File: config.mk
export PLATFORM = sky130hd
export DESIGN_NAME = lsq_seq
export DESIGN_NICKNAME = d
export VERILOG_FILES = /design/src/lsq_pkg.sv /design/src/lsq_seq.sv
export SDC_FILE = /design/constraint.sdc
export NUM_CORES = 1
export LEC_CHECK = 0
export BUFFER_PORTS_ARGS = -buffer_cell sky130_fd_sc_hd__buf_2
export CORE_MARGIN = 2
export CORE_UTILIZATION = 32
export DETAILED_ROUTE_END_ITERATION = 7
export HOLD_SLACK_MARGIN = 0.06
export SLEW_MARGIN = 40
export SYNTH_ARGS = -nofsm -noshare
export SYNTH_HDL_FRONTEND = slang
export SYNTH_SLANG_ARGS = --single-unit
File: constraint.sdc
create_clock -name core_clk -period 6.42 [get_ports core_clk]
set_input_delay 1.926 -clock core_clk [delete_from_list [all_inputs] [get_ports core_clk]]
set_output_delay 1.926 -clock core_clk [all_outputs]
set_load 0.02 [all_outputs]
File: src/lsq_pkg.sv
package lsq_pkg;

  // ----------------------------------------------------------------
  // timing base
  // ----------------------------------------------------------------
  localparam int unsigned CLK_HZ        = 40000000;
  localparam int unsigned CLK_NS        = 25;

  // sync pulse width floor on the far side, and the matching filter length
  localparam int unsigned SYNC_MIN_NS   = 150;
  localparam int unsigned SYNC_MIN_CYC  = (SYNC_MIN_NS + CLK_NS - 1) / CLK_NS;

  // sync lost detection windows
  localparam int unsigned SYNC_OPEN_NS  = 5000;
  localparam int unsigned SYNC_OPEN_CYC = SYNC_OPEN_NS / CLK_NS;
  localparam int unsigned SYNC_LOW_NS   = 10000;
  localparam int unsigned SYNC_LOW_CYC  = SYNC_LOW_NS / CLK_NS;

  // clock output low pulse under external sync
  localparam int unsigned LOWP_HF_NS    = 200;
  localparam int unsigned LOWP_LF_NS    = 1000;
  localparam int unsigned LOWP_HF_CYC   = LOWP_HF_NS / CLK_NS;
  localparam int unsigned LOWP_LF_CYC   = LOWP_LF_NS / CLK_NS;

  // switchover guard after a dimming rising edge (host side)
  localparam int unsigned SWO_GUARD_NS  = 500;

  // oscillator ceiling: smallest half period allowed in core cycles
  localparam int unsigned FCLAMP_KHZ    = 3500;
  localparam int unsigned FCLAMP_HALF   =
    (CLK_HZ / 1000 + 2 * FCLAMP_KHZ - 1) / (2 * FCLAMP_KHZ);

  // counts in oscillator cycles
  localparam int unsigned DET_HF_OSC    = 3584;
  localparam int unsigned DET_LF_OSC    = 832;
  localparam int unsigned OFF_HF_OSC    = 32768;

  // soft-start timer
  localparam int unsigned SS_US         = 21500;
  localparam int unsigned SS_CYC        = SS_US * (CLK_HZ / 1000000);

  localparam int unsigned NCH           = 4;
  localparam int unsigned CW            = 20;

  // ----------------------------------------------------------------
  // types
  // ----------------------------------------------------------------
  typedef enum logic [2:0] {
    LSQ_IDLE = 3'b000,
    LSQ_GATE = 3'b001,
    LSQ_WDIM = 3'b010,
    LSQ_DET  = 3'b011,
    LSQ_SS   = 3'b100,
    LSQ_RUN  = 3'b101,
    LSQ_FLT  = 3'b110
  } lsq_state_t;

  typedef struct packed {
    logic [NCH-1:0] above_low;
    logic [NCH-1:0] above_mid;
    logic [NCH-1:0] above_high;
    logic [NCH-1:0] in_reg;
  } lsq_led_sense_t;

  typedef struct packed {
    logic [NCH-1:0] ch_used;
    logic [NCH-1:0] ch_short;
  } lsq_led_class_t;

endpackage

File: src/lsq_seq.sv
module lsq_seq (
  input  wire logic                   core_clk,
  input  wire logic                   resetn,
  input  wire logic                   lf_variant,
  input  wire logic                   enable_pin,
  input  wire logic                   dim_pin,
  input  wire logic                   sync_pin,
  input  wire logic                   sync_open,
  input  wire logic                   freq_set_pin_ok,
  input  wire logic                   freq_set_pin_short,
  input  wire logic                   freq_fault_fast,
  input  wire logic [7:0]             osc_half,
  input  wire logic                   gate_at_target,
  input  wire logic                   ovp_93,
  input  wire lsq_pkg::lsq_led_sense_t led_sense,
  output logic                        gate_pull_en,
  output logic                        current_set_en,
  output logic                        soft_start_act,
  output logic                        boost_en,
  output logic                        powered,
  output logic                        fault_n,
  output logic                        clock_output,
  output lsq_pkg::lsq_led_class_t     led_class
);

  // ----------------------------------------------------------------
  // input synchronisers
  // ----------------------------------------------------------------
  logic [5:0] s1_q;
  logic [5:0] s2_q;
  logic [5:0] raw_in;
  assign raw_in = {enable_pin, dim_pin, sync_pin, sync_open, freq_set_pin_ok,
                   freq_set_pin_short};

  // first stage feeds only the second stage
  always_ff @(posedge core_clk) begin
    s1_q <= raw_in;
    s2_q <= s1_q;
  end

  logic en_s, dim_s, sy_s, syo_s, fok_s, fsh_s;
  assign {en_s, dim_s, sy_s, syo_s, fok_s, fsh_s} = s2_q;

  // led comparators are slow analog levels, synchronised as a bus
  lsq_pkg::lsq_led_sense_t ls1_q;
  lsq_pkg::lsq_led_sense_t ls2_q;
  logic                    fff1_q, fff2_q;
  always_ff @(posedge core_clk) begin
    ls1_q  <= led_sense;
    ls2_q  <= ls1_q;
    fff1_q <= freq_fault_fast;
    fff2_q <= fff1_q;
  end

  // ----------------------------------------------------------------
  // sync monitor
  // ----------------------------------------------------------------
  logic [9:0] sy_hi_q;
  logic [9:0] sy_lo_q;
  logic       sy_prev_q;
  logic       ext_q;
  logic       sync_low_flt_q;
  wire        sy_rise = sy_s & ~sy_prev_q;

  // a sync edge only sets ext_q when the low half period before it met the floor
  wire sy_valid_edge = sy_rise &&
                       (sy_lo_q >= 10'(lsq_pkg::SYNC_MIN_CYC));
  wire sy_stuck_low  = ~sy_s & ~syo_s &&
                       (sy_lo_q >= 10'(lsq_pkg::SYNC_LOW_CYC));
  wire sy_gone       = (sy_hi_q >= 10'(lsq_pkg::SYNC_OPEN_CYC)) ||
                       (syo_s && sy_lo_q >= 10'(lsq_pkg::SYNC_OPEN_CYC));

  // counters saturate so a dead sync line cannot wrap them
  always_ff @(posedge core_clk) begin
    if (!resetn) begin
      sy_prev_q      <= 1'b0;
      sy_hi_q        <= '0;
      sy_lo_q        <= '0;
      ext_q          <= 1'b0;
      sync_low_flt_q <= 1'b0;
    end else begin
      sy_prev_q <= sy_s;
      sy_hi_q   <= sy_s ? (sy_hi_q == '1 ? sy_hi_q : sy_hi_q + 10'h001) : '0;
      sy_lo_q   <= sy_s ? '0 : (sy_lo_q == '1 ? sy_lo_q : sy_lo_q + 10'h001);
      if (sy_valid_edge)
        ext_q <= 1'b1;
      else if (sy_gone)
        ext_q <= 1'b0;
      if (sy_stuck_low)
        sync_low_flt_q <= 1'b1;
      else if (sy_s)
        sync_low_flt_q <= 1'b0;
    end
  end

  // ----------------------------------------------------------------
  // internal oscillator
  // ----------------------------------------------------------------
  logic [7:0] osc_cnt_q;
  logic       osc_q;
  wire  [7:0] half_req = (osc_half == 8'h00) ? 8'h01 : osc_half;
  // fault that speeds the oscillator is held at the frequency ceiling
  wire  [7:0] half_use = (fff2_q && half_req < 8'(lsq_pkg::FCLAMP_HALF)) ?
                         8'(lsq_pkg::FCLAMP_HALF) : half_req;
  wire        osc_wrap = (osc_cnt_q >= half_use - 8'h01);
  wire        osc_tick = ext_q ? sy_rise : (osc_wrap & osc_q);

  always_ff @(posedge core_clk) begin
    if (!resetn) begin
      osc_cnt_q <= '0;
      osc_q     <= 1'b0;
    end else begin
      osc_cnt_q <= osc_wrap ? 8'h00 : osc_cnt_q + 8'h01;
      if (osc_wrap)
        osc_q <= ~osc_q;
    end
  end

  // ----------------------------------------------------------------
  // power state and enable-low timer
  // ----------------------------------------------------------------
  logic [15:0] off_cnt_q;
  logic        powered_q;
  wire [15:0]  off_lim = lf_variant ? 16'h2000 : 16'(lsq_pkg::OFF_HF_OSC - 1);
  wire         turn_off = ~en_s && osc_tick && (off_cnt_q >= off_lim);

  always_ff @(posedge core_clk) begin
    if (!resetn) begin
      off_cnt_q <= '0;
      powered_q <= 1'b0;
    end else begin
      if (en_s)
        off_cnt_q <= '0;
      else if (osc_tick && off_cnt_q != 16'hffff)
        off_cnt_q <= off_cnt_q + 16'h0001;
      if (en_s)
        powered_q <= 1'b1;
      else if (turn_off)
        powered_q <= 1'b0;
    end
  end

  // ----------------------------------------------------------------
  // clock output shaping
  // ----------------------------------------------------------------
  logic [5:0] lowp_q;
  logic       clk_out_q;
  wire  [5:0] lowp_len = lf_variant ? 6'(lsq_pkg::LOWP_LF_CYC) :
                                      6'(lsq_pkg::LOWP_HF_CYC);

  // runs from power-up regardless of dimming or boost state
  always_ff @(posedge core_clk) begin
    if (!resetn) begin
      lowp_q    <= '0;
      clk_out_q <= 1'b1;
    end else if (!powered_q) begin
      lowp_q    <= '0;
      clk_out_q <= 1'b1;
    end else if (ext_q) begin
      if (sy_rise)
        lowp_q <= lowp_len - 6'h01;
      else if (lowp_q != 6'h00)
        lowp_q <= lowp_q - 6'h01;
      clk_out_q <= ~(sy_rise || lowp_q != 6'h00);
    end else begin
      lowp_q    <= '0;
      clk_out_q <= osc_q;
    end
  end

  // ----------------------------------------------------------------
  // startup sequencer
  // ----------------------------------------------------------------
  lsq_pkg::lsq_state_t st_q, st_d;
  logic [11:0]           det_cnt_q;
  logic [19:0]           ss_cnt_q;
  lsq_pkg::lsq_led_class_t cls_q;

  wire freq_set_pin_bad   = fsh_s | sync_low_flt_q;
  wire freq_set_pin_ready = fok_s | ext_q;
  wire [11:0] det_lim = lf_variant ? 12'(lsq_pkg::DET_LF_OSC) :
                                     12'(lsq_pkg::DET_HF_OSC);
  wire det_go     = &ls2_q.above_low;
  wire det_done   = det_cnt_q >= det_lim;
  wire any_short  = |(~ls2_q.above_low);
  wire all_reg    = &(ls2_q.in_reg | ~cls_q.ch_used);
  // the timer runs on the core clock, never gated by dimming
  wire ss_done    = all_reg | ovp_93 |
                    (ss_cnt_q >= lsq_pkg::CW'(lsq_pkg::SS_CYC));

  // next-state selection
  always_comb begin
    st_d = st_q;
    case (st_q)
      lsq_pkg::LSQ_IDLE: if (en_s && freq_set_pin_ready && !freq_set_pin_bad) st_d = lsq_pkg::LSQ_GATE;
      lsq_pkg::LSQ_GATE: if (gate_at_target) st_d = lsq_pkg::LSQ_WDIM;
      lsq_pkg::LSQ_WDIM: if (dim_s) st_d = lsq_pkg::LSQ_DET;
      lsq_pkg::LSQ_DET:  if (det_done && !any_short) st_d = lsq_pkg::LSQ_SS;
      lsq_pkg::LSQ_SS:   if (ss_done) st_d = lsq_pkg::LSQ_RUN;
      lsq_pkg::LSQ_RUN:  st_d = lsq_pkg::LSQ_RUN;
      lsq_pkg::LSQ_FLT:  if (!freq_set_pin_bad && freq_set_pin_ready) st_d = lsq_pkg::LSQ_SS;
      default:           st_d = lsq_pkg::LSQ_IDLE;
    endcase
    if (freq_set_pin_bad && st_q != lsq_pkg::LSQ_IDLE)
      st_d = lsq_pkg::LSQ_FLT;
    if (!powered_q)
      st_d = lsq_pkg::LSQ_IDLE;
  end

  // state, detection delay in oscillator cycles, soft-start timer
  always_ff @(posedge core_clk) begin
    if (!resetn) begin
      st_q      <= lsq_pkg::LSQ_IDLE;
      det_cnt_q <= '0;
      ss_cnt_q  <= '0;
    end else begin
      st_q <= st_d;
      if (st_q != lsq_pkg::LSQ_DET || !det_go)
        det_cnt_q <= '0;
      else if (osc_tick && !det_done)
        det_cnt_q <= det_cnt_q + 12'h001;
      ss_cnt_q <= (st_q == lsq_pkg::LSQ_SS) ? ss_cnt_q + 20'h00001 : '0;
    end
  end

  // channel classification latched at the close of detection
  always_ff @(posedge core_clk) begin
    if (!resetn) begin
      cls_q <= '0;
    end else if (st_q == lsq_pkg::LSQ_IDLE) begin
      cls_q <= '0;
    end else if (st_q == lsq_pkg::LSQ_DET) begin
      cls_q.ch_used  <= ls2_q.above_high;
      cls_q.ch_short <= ~ls2_q.above_low;
    end
  end

  // ----------------------------------------------------------------
  // registered outputs
  // ----------------------------------------------------------------
  always_ff @(posedge core_clk) begin
    if (!resetn) begin
      gate_pull_en   <= 1'b0;
      current_set_en <= 1'b0;
      soft_start_act <= 1'b0;
      boost_en       <= 1'b0;
      powered        <= 1'b0;
      fault_n        <= 1'b1;
      clock_output   <= 1'b1;
      led_class      <= '0;
    end else begin
      gate_pull_en   <= (st_q != lsq_pkg::LSQ_IDLE);
      current_set_en <= (st_q != lsq_pkg::LSQ_IDLE) && (st_q != lsq_pkg::LSQ_GATE);
      soft_start_act <= (st_q == lsq_pkg::LSQ_SS);
      boost_en       <= ((st_q == lsq_pkg::LSQ_SS) || (st_q == lsq_pkg::LSQ_RUN)) && dim_s;
      powered        <= powered_q;
      fault_n        <= (st_q != lsq_pkg::LSQ_FLT) || !sync_low_flt_q && !fsh_s;
      clock_output   <= clk_out_q;
      led_class      <= cls_q;
    end
  end

endmodule

==> out/metrics.cfg, run 1 <==
[route]
drtAntennaViolNets=0
drt_iter0_drc=230
wl_um=12300
drcViolationCount=0
dr.pass1.iters=5
via_count=4941
vias_per_cell=4.765
drt-wirelength-per-cell_um=11.86

[logic_synthesis]
synth_edf_count=0
ys_warn_count=0
ys_ff_latch=152
avgSynthCellArea_um2=9.050
synth_top_area_cell=dfxtp_1
synth_top_area_share=0.4722
ys_types=53
synthFlopType=dfxtp_1
synth_area_um2=6444
syn_inst=712
yosysSeqAreaShare=0.4722
ys_top_cells_by_area=dfxtp_1 (47%), ha_1 (7.4%), nor2_1 (5.7%)
synth_nets=786
async_flop_share=0

[global_route]
grtUsageTotal=0.1201
grt_pass1_vias=4546
grt_pass1_wl_um=21230
grt_antenna_before_repair=0
grt_max_degree=21
overflow=0

[cts]
cts-htree-levels=4
clockRootBuffer=clkbuf_16
insertion_delay_ns=0.42
ctsResizeCount=0
cts_buffers=17
postCtsSetupBuffers=0
tritoncts=built
cts_sinks=152
hold_buffers=0
clk_path_buf_depth=2
clk_pin_slew_worst_paths_ns=0.06

[setup_path]
cp_max_fo=18
critPathMaxStageDelay_ns=0.57
crit_family=simple AND/OR/NAND/NOR gates
crit_chain=buf_2 > or3_1 > nor3_1 > buf_4 > nand2_1 > a21oi_1 > ha_1 > nand2_1 > nor3_1 > mux2i_1 > ha_1 > nand4_1 > o311ai_4 > o211ai_2 > or4_1 > a21oi_1
critPathBufInv=2
critical_path_class=input port to flop
cp-start-kind=input port
arrival_ns=5.84
critPathSlowestCell=o311ai_4
cp.required_ns=6.75
end_kind=flop

[timing]
final_hold_viol_count=0
worstMarginPinSlew_ns=0.7162
min_period_ns=5.501
fmaxAchievable_ghz=0.1818
tns_ns=0
worst_slew_margin_rel=0.5211
setup_slack_ns=0.9192
drv_slew=0
rsz0062_at_grt=false
setup_viol=0
worst_clock_skew_ns=0.009835
post-route-period-util=0.8568

[final_layout]
layout.nets=833
layout_commonest_cell=dfxtp_1
final_cell_mix=dfxtp_1 (152), nor2_1 (96), a21oi_1 (48)
syn_to_final_growth_pct=17.51
nFillCells=1985
fin_area_um2=7572
drive_gt1_frac=0.1153
diodes=0

[place]
placement.cell_area_um2=6938
globalplace.congestion=0.7690
pre_cts_slack_ns=0.5406
io_buffers=46
hpwl_um=8656

[flow_run]
maxCapViolCount=0

[power]
p_per_area_nw_per_um2=277.8
ir_worst_vdd_v=0.0002549
p_leak_nw=2.895

[die]
initial_utilization=0.3289
rows=51
die_h_um=145.9
die_w_um=145.9
io_pins=51
die_area_um2=21290
coreArea_um2=19590

[outcome]
status=complete, no violations

[worst_hold_path]
holdCritPathClass=flop to flop

[area by class of cell]
cell class                      instances  area [um^2]  area share
Clock inverter                         13        181.4     0.02396
Multi-Input combinational cell        506         3194      0.4218
Clock buffer                           19        452.9     0.05981
Inverter                               35        131.4     0.01735
Tap cell                              265        331.6     0.04379
Timing Repair Buffer                   47        237.7     0.03139
Sequential cell                       152         3043      0.4019
[sequential cells by signal (all words and copies together) (netlist names), 10 cells and up]
| name | flops |
|---|---|
| ss_cnt_q | 20 |
| sy_hi_q | 10 |
| ls1_q | 12 |
| det_cnt_q | 12 |
| off_cnt_q | 16 |
| ls2_q | 12 |
| sy_lo_q | 10 |
[metal layers]
layer,vias to the layer above,wire length (um),track usage
met2,71,5388,0.1823
met4,0,176,0.04412
met5,-,0,0
li1,2603,-,-
met1,2254,6305,0.1640
met3,13,426,0.03166
[worst reg2reg max path: stages, from the launching register on]
cell and delay, ns:
dfxtp_1 0.40, nor2_1 0.07, a21oi_1 0.21, ha_1 0.23
nand2_1 0.10, nor3_1 0.18, mux2i_1 0.11, ha_1 0.30
nand4_1 0.17, o311ai_4 0.57, o211ai_2 0.40, or4_1 0.58
a21oi_1 0.17
[synth_stat cells, drive strengths merged (3+ instances only)]
cell type and count:
a2111oi 3, a211o 3, a211oi 11, a21o 4, a21oi 48, a31oi 9
and2 4, and3 18, buf 4, clkbuf 15, dfxtp 152, ha 38
inv 34, mux2i 5, nand2 46, nand2b 8, nand3 39, nand4 12
nor2 97, nor2b 4, nor3 13, nor4 4, o211ai 5, o21a 3
o21ai 26, o22ai 3, o31ai 9, or2 3, or3 19, or4 8
xnor2 20, xor2 26
[report_power, final]
part	switching, mW	leakage [nW]	total, mW	internal [mW]
Sequential	0.0115	1.24	0.974	0.963
Combinational	0.0413	1.34	0.0695	0.0282
Clock	0.414	0.310	1.06	0.646
[metrics by stage]
stage	utilization	hold WS (ns)	total power [mW]	instances
after floorplan	-	0.3096	1.036	712
after global placement	0.3540	0.3108	1.064	1005
after detailed placement	0.3542	0.3121	1.066	1005
after CTS	0.3865	0.3270	2.137	1037
after global routing	0.3865	0.3297	2.186	1037
final	0.3865	0.3259	2.104	1037
[worst paths after layout]
kind	startpoint	end	slack [ns]	cells past startpoint
setup / recovery	osc_half[4]	off_cnt_q[14]$_SDFFE_PP0P_	0.92	16
hold / removal	ls1_q[4]$_DFF_P_	ls2_q[4]$_DFF_P_	0.33	0
setup reg to reg	fff2_q$_DFF_P_	off_cnt_q[14]$_SDFFE_PP0P_	2.86	12
hold reg to reg	ls1_q[4]$_DFF_P_	ls2_q[4]$_DFF_P_	0.33	0
[kinds of logic after synthesis]
| logic type | Yosys count | synth area share |
|---|---|---|
| compound gates | 137 | 0.1419 |
| xor+xnor | 46 | 0.06252 |
| fa+ha+maj | 38 | 0.07379 |
| buf+inv | 54 | 0.03243 |
| flops | 152 | 0.4722 |
| mux | 5 | 0.007767 |
| simple gates | 280 | 0.2093 |
(Power assumes the default switching activity.)
==> run 2, diff against run 1 <==
--- a/config.mk
+++ b/config.mk
@@ -8,6 +8,7 @@
 export BUFFER_PORTS_ARGS = -buffer_cell sky130_fd_sc_hd__buf_2
 export CORE_MARGIN = 2
 export CORE_UTILIZATION = 32
+export CTS_BUF_LIST = sky130_fd_sc_hd__clkbuf_16
 export DETAILED_ROUTE_END_ITERATION = 7
 export HOLD_SLACK_MARGIN = 0.06
 export SLEW_MARGIN = 40
==> run 2 against run 1 <==
  * Cell count unchanged
  * Critical endpoint unchanged
  * Power decreased by 1.1%
  * Core utilization shrank 0.10 points
  * Sequential power about the same
  * Largest cell class unchanged
  * Largest power group unchanged
  * Clock power about the same
  * Design area decreased by 0.26%
==> out/metrics.cfg, run 2 (synthesis gave the netlist of run 1 again) <==
[die]
die_area_um2=21290  ; unchanged
die_w_um=145.9  ; unchanged
rows=51  ; unchanged
die_h_um=145.9  ; unchanged
io_pins=51  ; unchanged
coreArea_um2=19590  ; unchanged
initial_utilization=0.3289  ; unchanged

[timing]
hold_slack_ns=0.3267  ; was 0.3259 ns
final_hold_viol_count=0  ; unchanged
tns_ns=0  ; unchanged
fmaxAchievable_ghz=0.1816  ; was 0.1818 GHz
drv_slew=0  ; unchanged
rsz0062_at_grt=false  ; unchanged
min_period_ns=5.507  ; was 5.501 ns
setup_viol=0  ; unchanged
worstMarginPinSlew_ns=0.7173  ; was 0.7162 ns
worst_clock_skew_ns=0.006296  ; was 0.009835 ns
worst_slew_margin_rel=0.5204  ; was 0.5211
post-route-period-util=0.8578  ; was 0.8568

[setup_path]
crit_chain=buf_2 > or3_1 > nor3_1 > buf_4 > nand2_1 > a21oi_1 > ha_1 > nand2_1 > nor3_1 > mux2i_1 > ha_1 > nand4_1 > o311ai_4 > o211ai_2 > or4_1 > a21oi_1  ; unchanged
cp.required_ns=6.76  ; was 6.75 ns
crit_family=simple AND/OR/NAND/NOR gates  ; unchanged
critPathBufInv=2  ; unchanged
cp-start-kind=input port  ; unchanged
startpoint=osc_half[4]  ; unchanged
r2r_start=fff2_q$_DFF_P_  ; unchanged
critPathSlowestCell=o311ai_4  ; unchanged
end_kind=flop  ; unchanged
critical_path_class=input port to flop  ; unchanged
reg2reg_setup_slack_ns=2.85  ; was 2.86 ns
cp_max_fo=18  ; unchanged
arrival_ns=5.84  ; about the same
critPathMaxStageDelay_ns=0.58  ; was 0.57 ns

[route]
dr.pass1.iters=5  ; unchanged
drt-wirelength-per-cell_um=11.87  ; was 11.86 um
drtAntennaViolNets=0  ; unchanged
wl_um=12310  ; was 12300 um
drcViolationCount=0  ; unchanged
vias_per_cell=4.761  ; was 4.765
via_count=4937  ; was 4941
drt_iter0_drc=245  ; was 230

[cts]
hold_buffers=0  ; unchanged
cts_sinks=152  ; unchanged
tritoncts=built  ; unchanged
ctsResizeCount=0  ; unchanged
cts_buffers=17  ; unchanged
clockRootBuffer=clkbuf_16  ; unchanged
clk_pin_slew_worst_paths_ns=0.06  ; about the same
insertion_delay_ns=0.42  ; about the same
cts-htree-levels=4  ; unchanged
postCtsSetupBuffers=0  ; unchanged
clk_path_buf_depth=2  ; unchanged

[flow_run]
maxCapViolCount=0  ; unchanged

[worst_hold_path]
holdCritPathClass=flop to flop  ; unchanged
worstHoldStart=ls1_q[14]$_DFF_P_  ; was ls1_q[4]$_DFF_P_

[place]
io_buffers=46  ; unchanged
globalplace.congestion=0.7690  ; unchanged
hpwl_um=8656  ; unchanged

[power]
ir_worst_vdd_v=0.0002081  ; was 0.0002549 V
switching_share=0.2246  ; was 0.2220
pwr-share-seq=0.468  ; was 0.463
clockPowerShare=0.498  ; was 0.504
p_leak_nw=2.884  ; was 2.895 nW
p_int_mw=1.613  ; was 1.637 mW
comb_power_share=0.033  ; about the same
power.switching_uw=467.0  ; about the same
p_per_area_nw_per_um2=275.4  ; was 277.8 nW/um^2

[final_layout]
drive_gt1_frac=0.1127  ; was 0.1153
syn_to_final_growth_pct=17.20  ; was 17.51%
layout_commonest_cell=dfxtp_1  ; unchanged
largest_registers=ss_cnt_q: 20 flops, off_cnt_q: 16 flops  ; unchanged
largest_register_ffs=20  ; unchanged
final_cell_mix=dfxtp_1 (152), nor2_1 (96), a21oi_1 (48)  ; unchanged
top_register=ss_cnt_q  ; unchanged
diodes=0  ; unchanged
layout.nets=833  ; unchanged
nFillCells=1988  ; was 1985

[global_route]
grt_antenna_before_repair=0  ; unchanged
overflow=0  ; unchanged
grt_max_degree=21  ; unchanged
grt_pass1_vias=4546  ; unchanged
grtUsageTotal=0.1205  ; was 0.1201
grt_pass1_wl_um=21240  ; was 21230 um

[outcome]
status=complete, no violations  ; unchanged

run 2: final timing paths:
| path | to | cells past startpoint |
|---|---|---|
| worst max-delay path | off_cnt_q[14]$_SDFFE_PP0P_ | 16 |
| worst min-delay path | ls2_q[14]$_DFF_P_ | 0 |
| worst max register to register | off_cnt_q[14]$_SDFFE_PP0P_ | 12 |
| worst min register to register | ls2_q[14]$_DFF_P_ | 0 |
run 2: power groups by stage:
stage | clock, mW | sequential (mW) | combinational (mW)
finish | 1.04 | 0.974 | 0.0696
CTS | 1.07 | 0.974 | 0.0709
global route | 1.11 | 0.976 | 0.0806
detailed placement | 0 | 0.995 | 0.0704
floorplan | 0 | 0.992 | 0.0441
global placement | 0 | 0.995 | 0.0695
run 2: area by class of cell:
class | instances | area, um^2 | area share
Clock buffer | 17 | 425.4 | 0.05633
Clock inverter | 15 | 188.9 | 0.02502
Inverter | 35 | 131.4 | 0.01740
Multi-Input combinational cell | 506 | 3194 | 0.4230
Sequential cell | 152 | 3043 | 0.4029
Tap cell | 265 | 331.6 | 0.04390
Timing Repair Buffer | 47 | 237.7 | 0.03148
run 2: layer usage:
layer  vias to the layer above  track usage  share of wire
met5                         -            0              0
li1                       2603            -              -
met4                         0      0.03971          0.012
met1                      2256       0.1636           0.51
met3                        11      0.03636          0.035
met2                        67       0.1828           0.44
run 2: per-stage QoR:
stage / cell area (um^2) / std cells / power, mW / utilization / worst slack (ns)
5_1_grt: 7552 / 1037 / 2.162 / 0.3855 / 0.5392
3_5_place_dp: 6938 / 1005 / 1.066 / 0.3542 / 0.5406
4_1_cts: 7552 / 1037 / 2.112 / 0.3855 / 0.9754
2_1_floorplan: 6444 / 712 / 1.036 / - / 1.120
3_3_place_gp: 6935 / 1005 / 1.064 / 0.3540 / 0.6529
6_report: 7552 / 1037 / 2.080 / 0.3855 / 0.9128
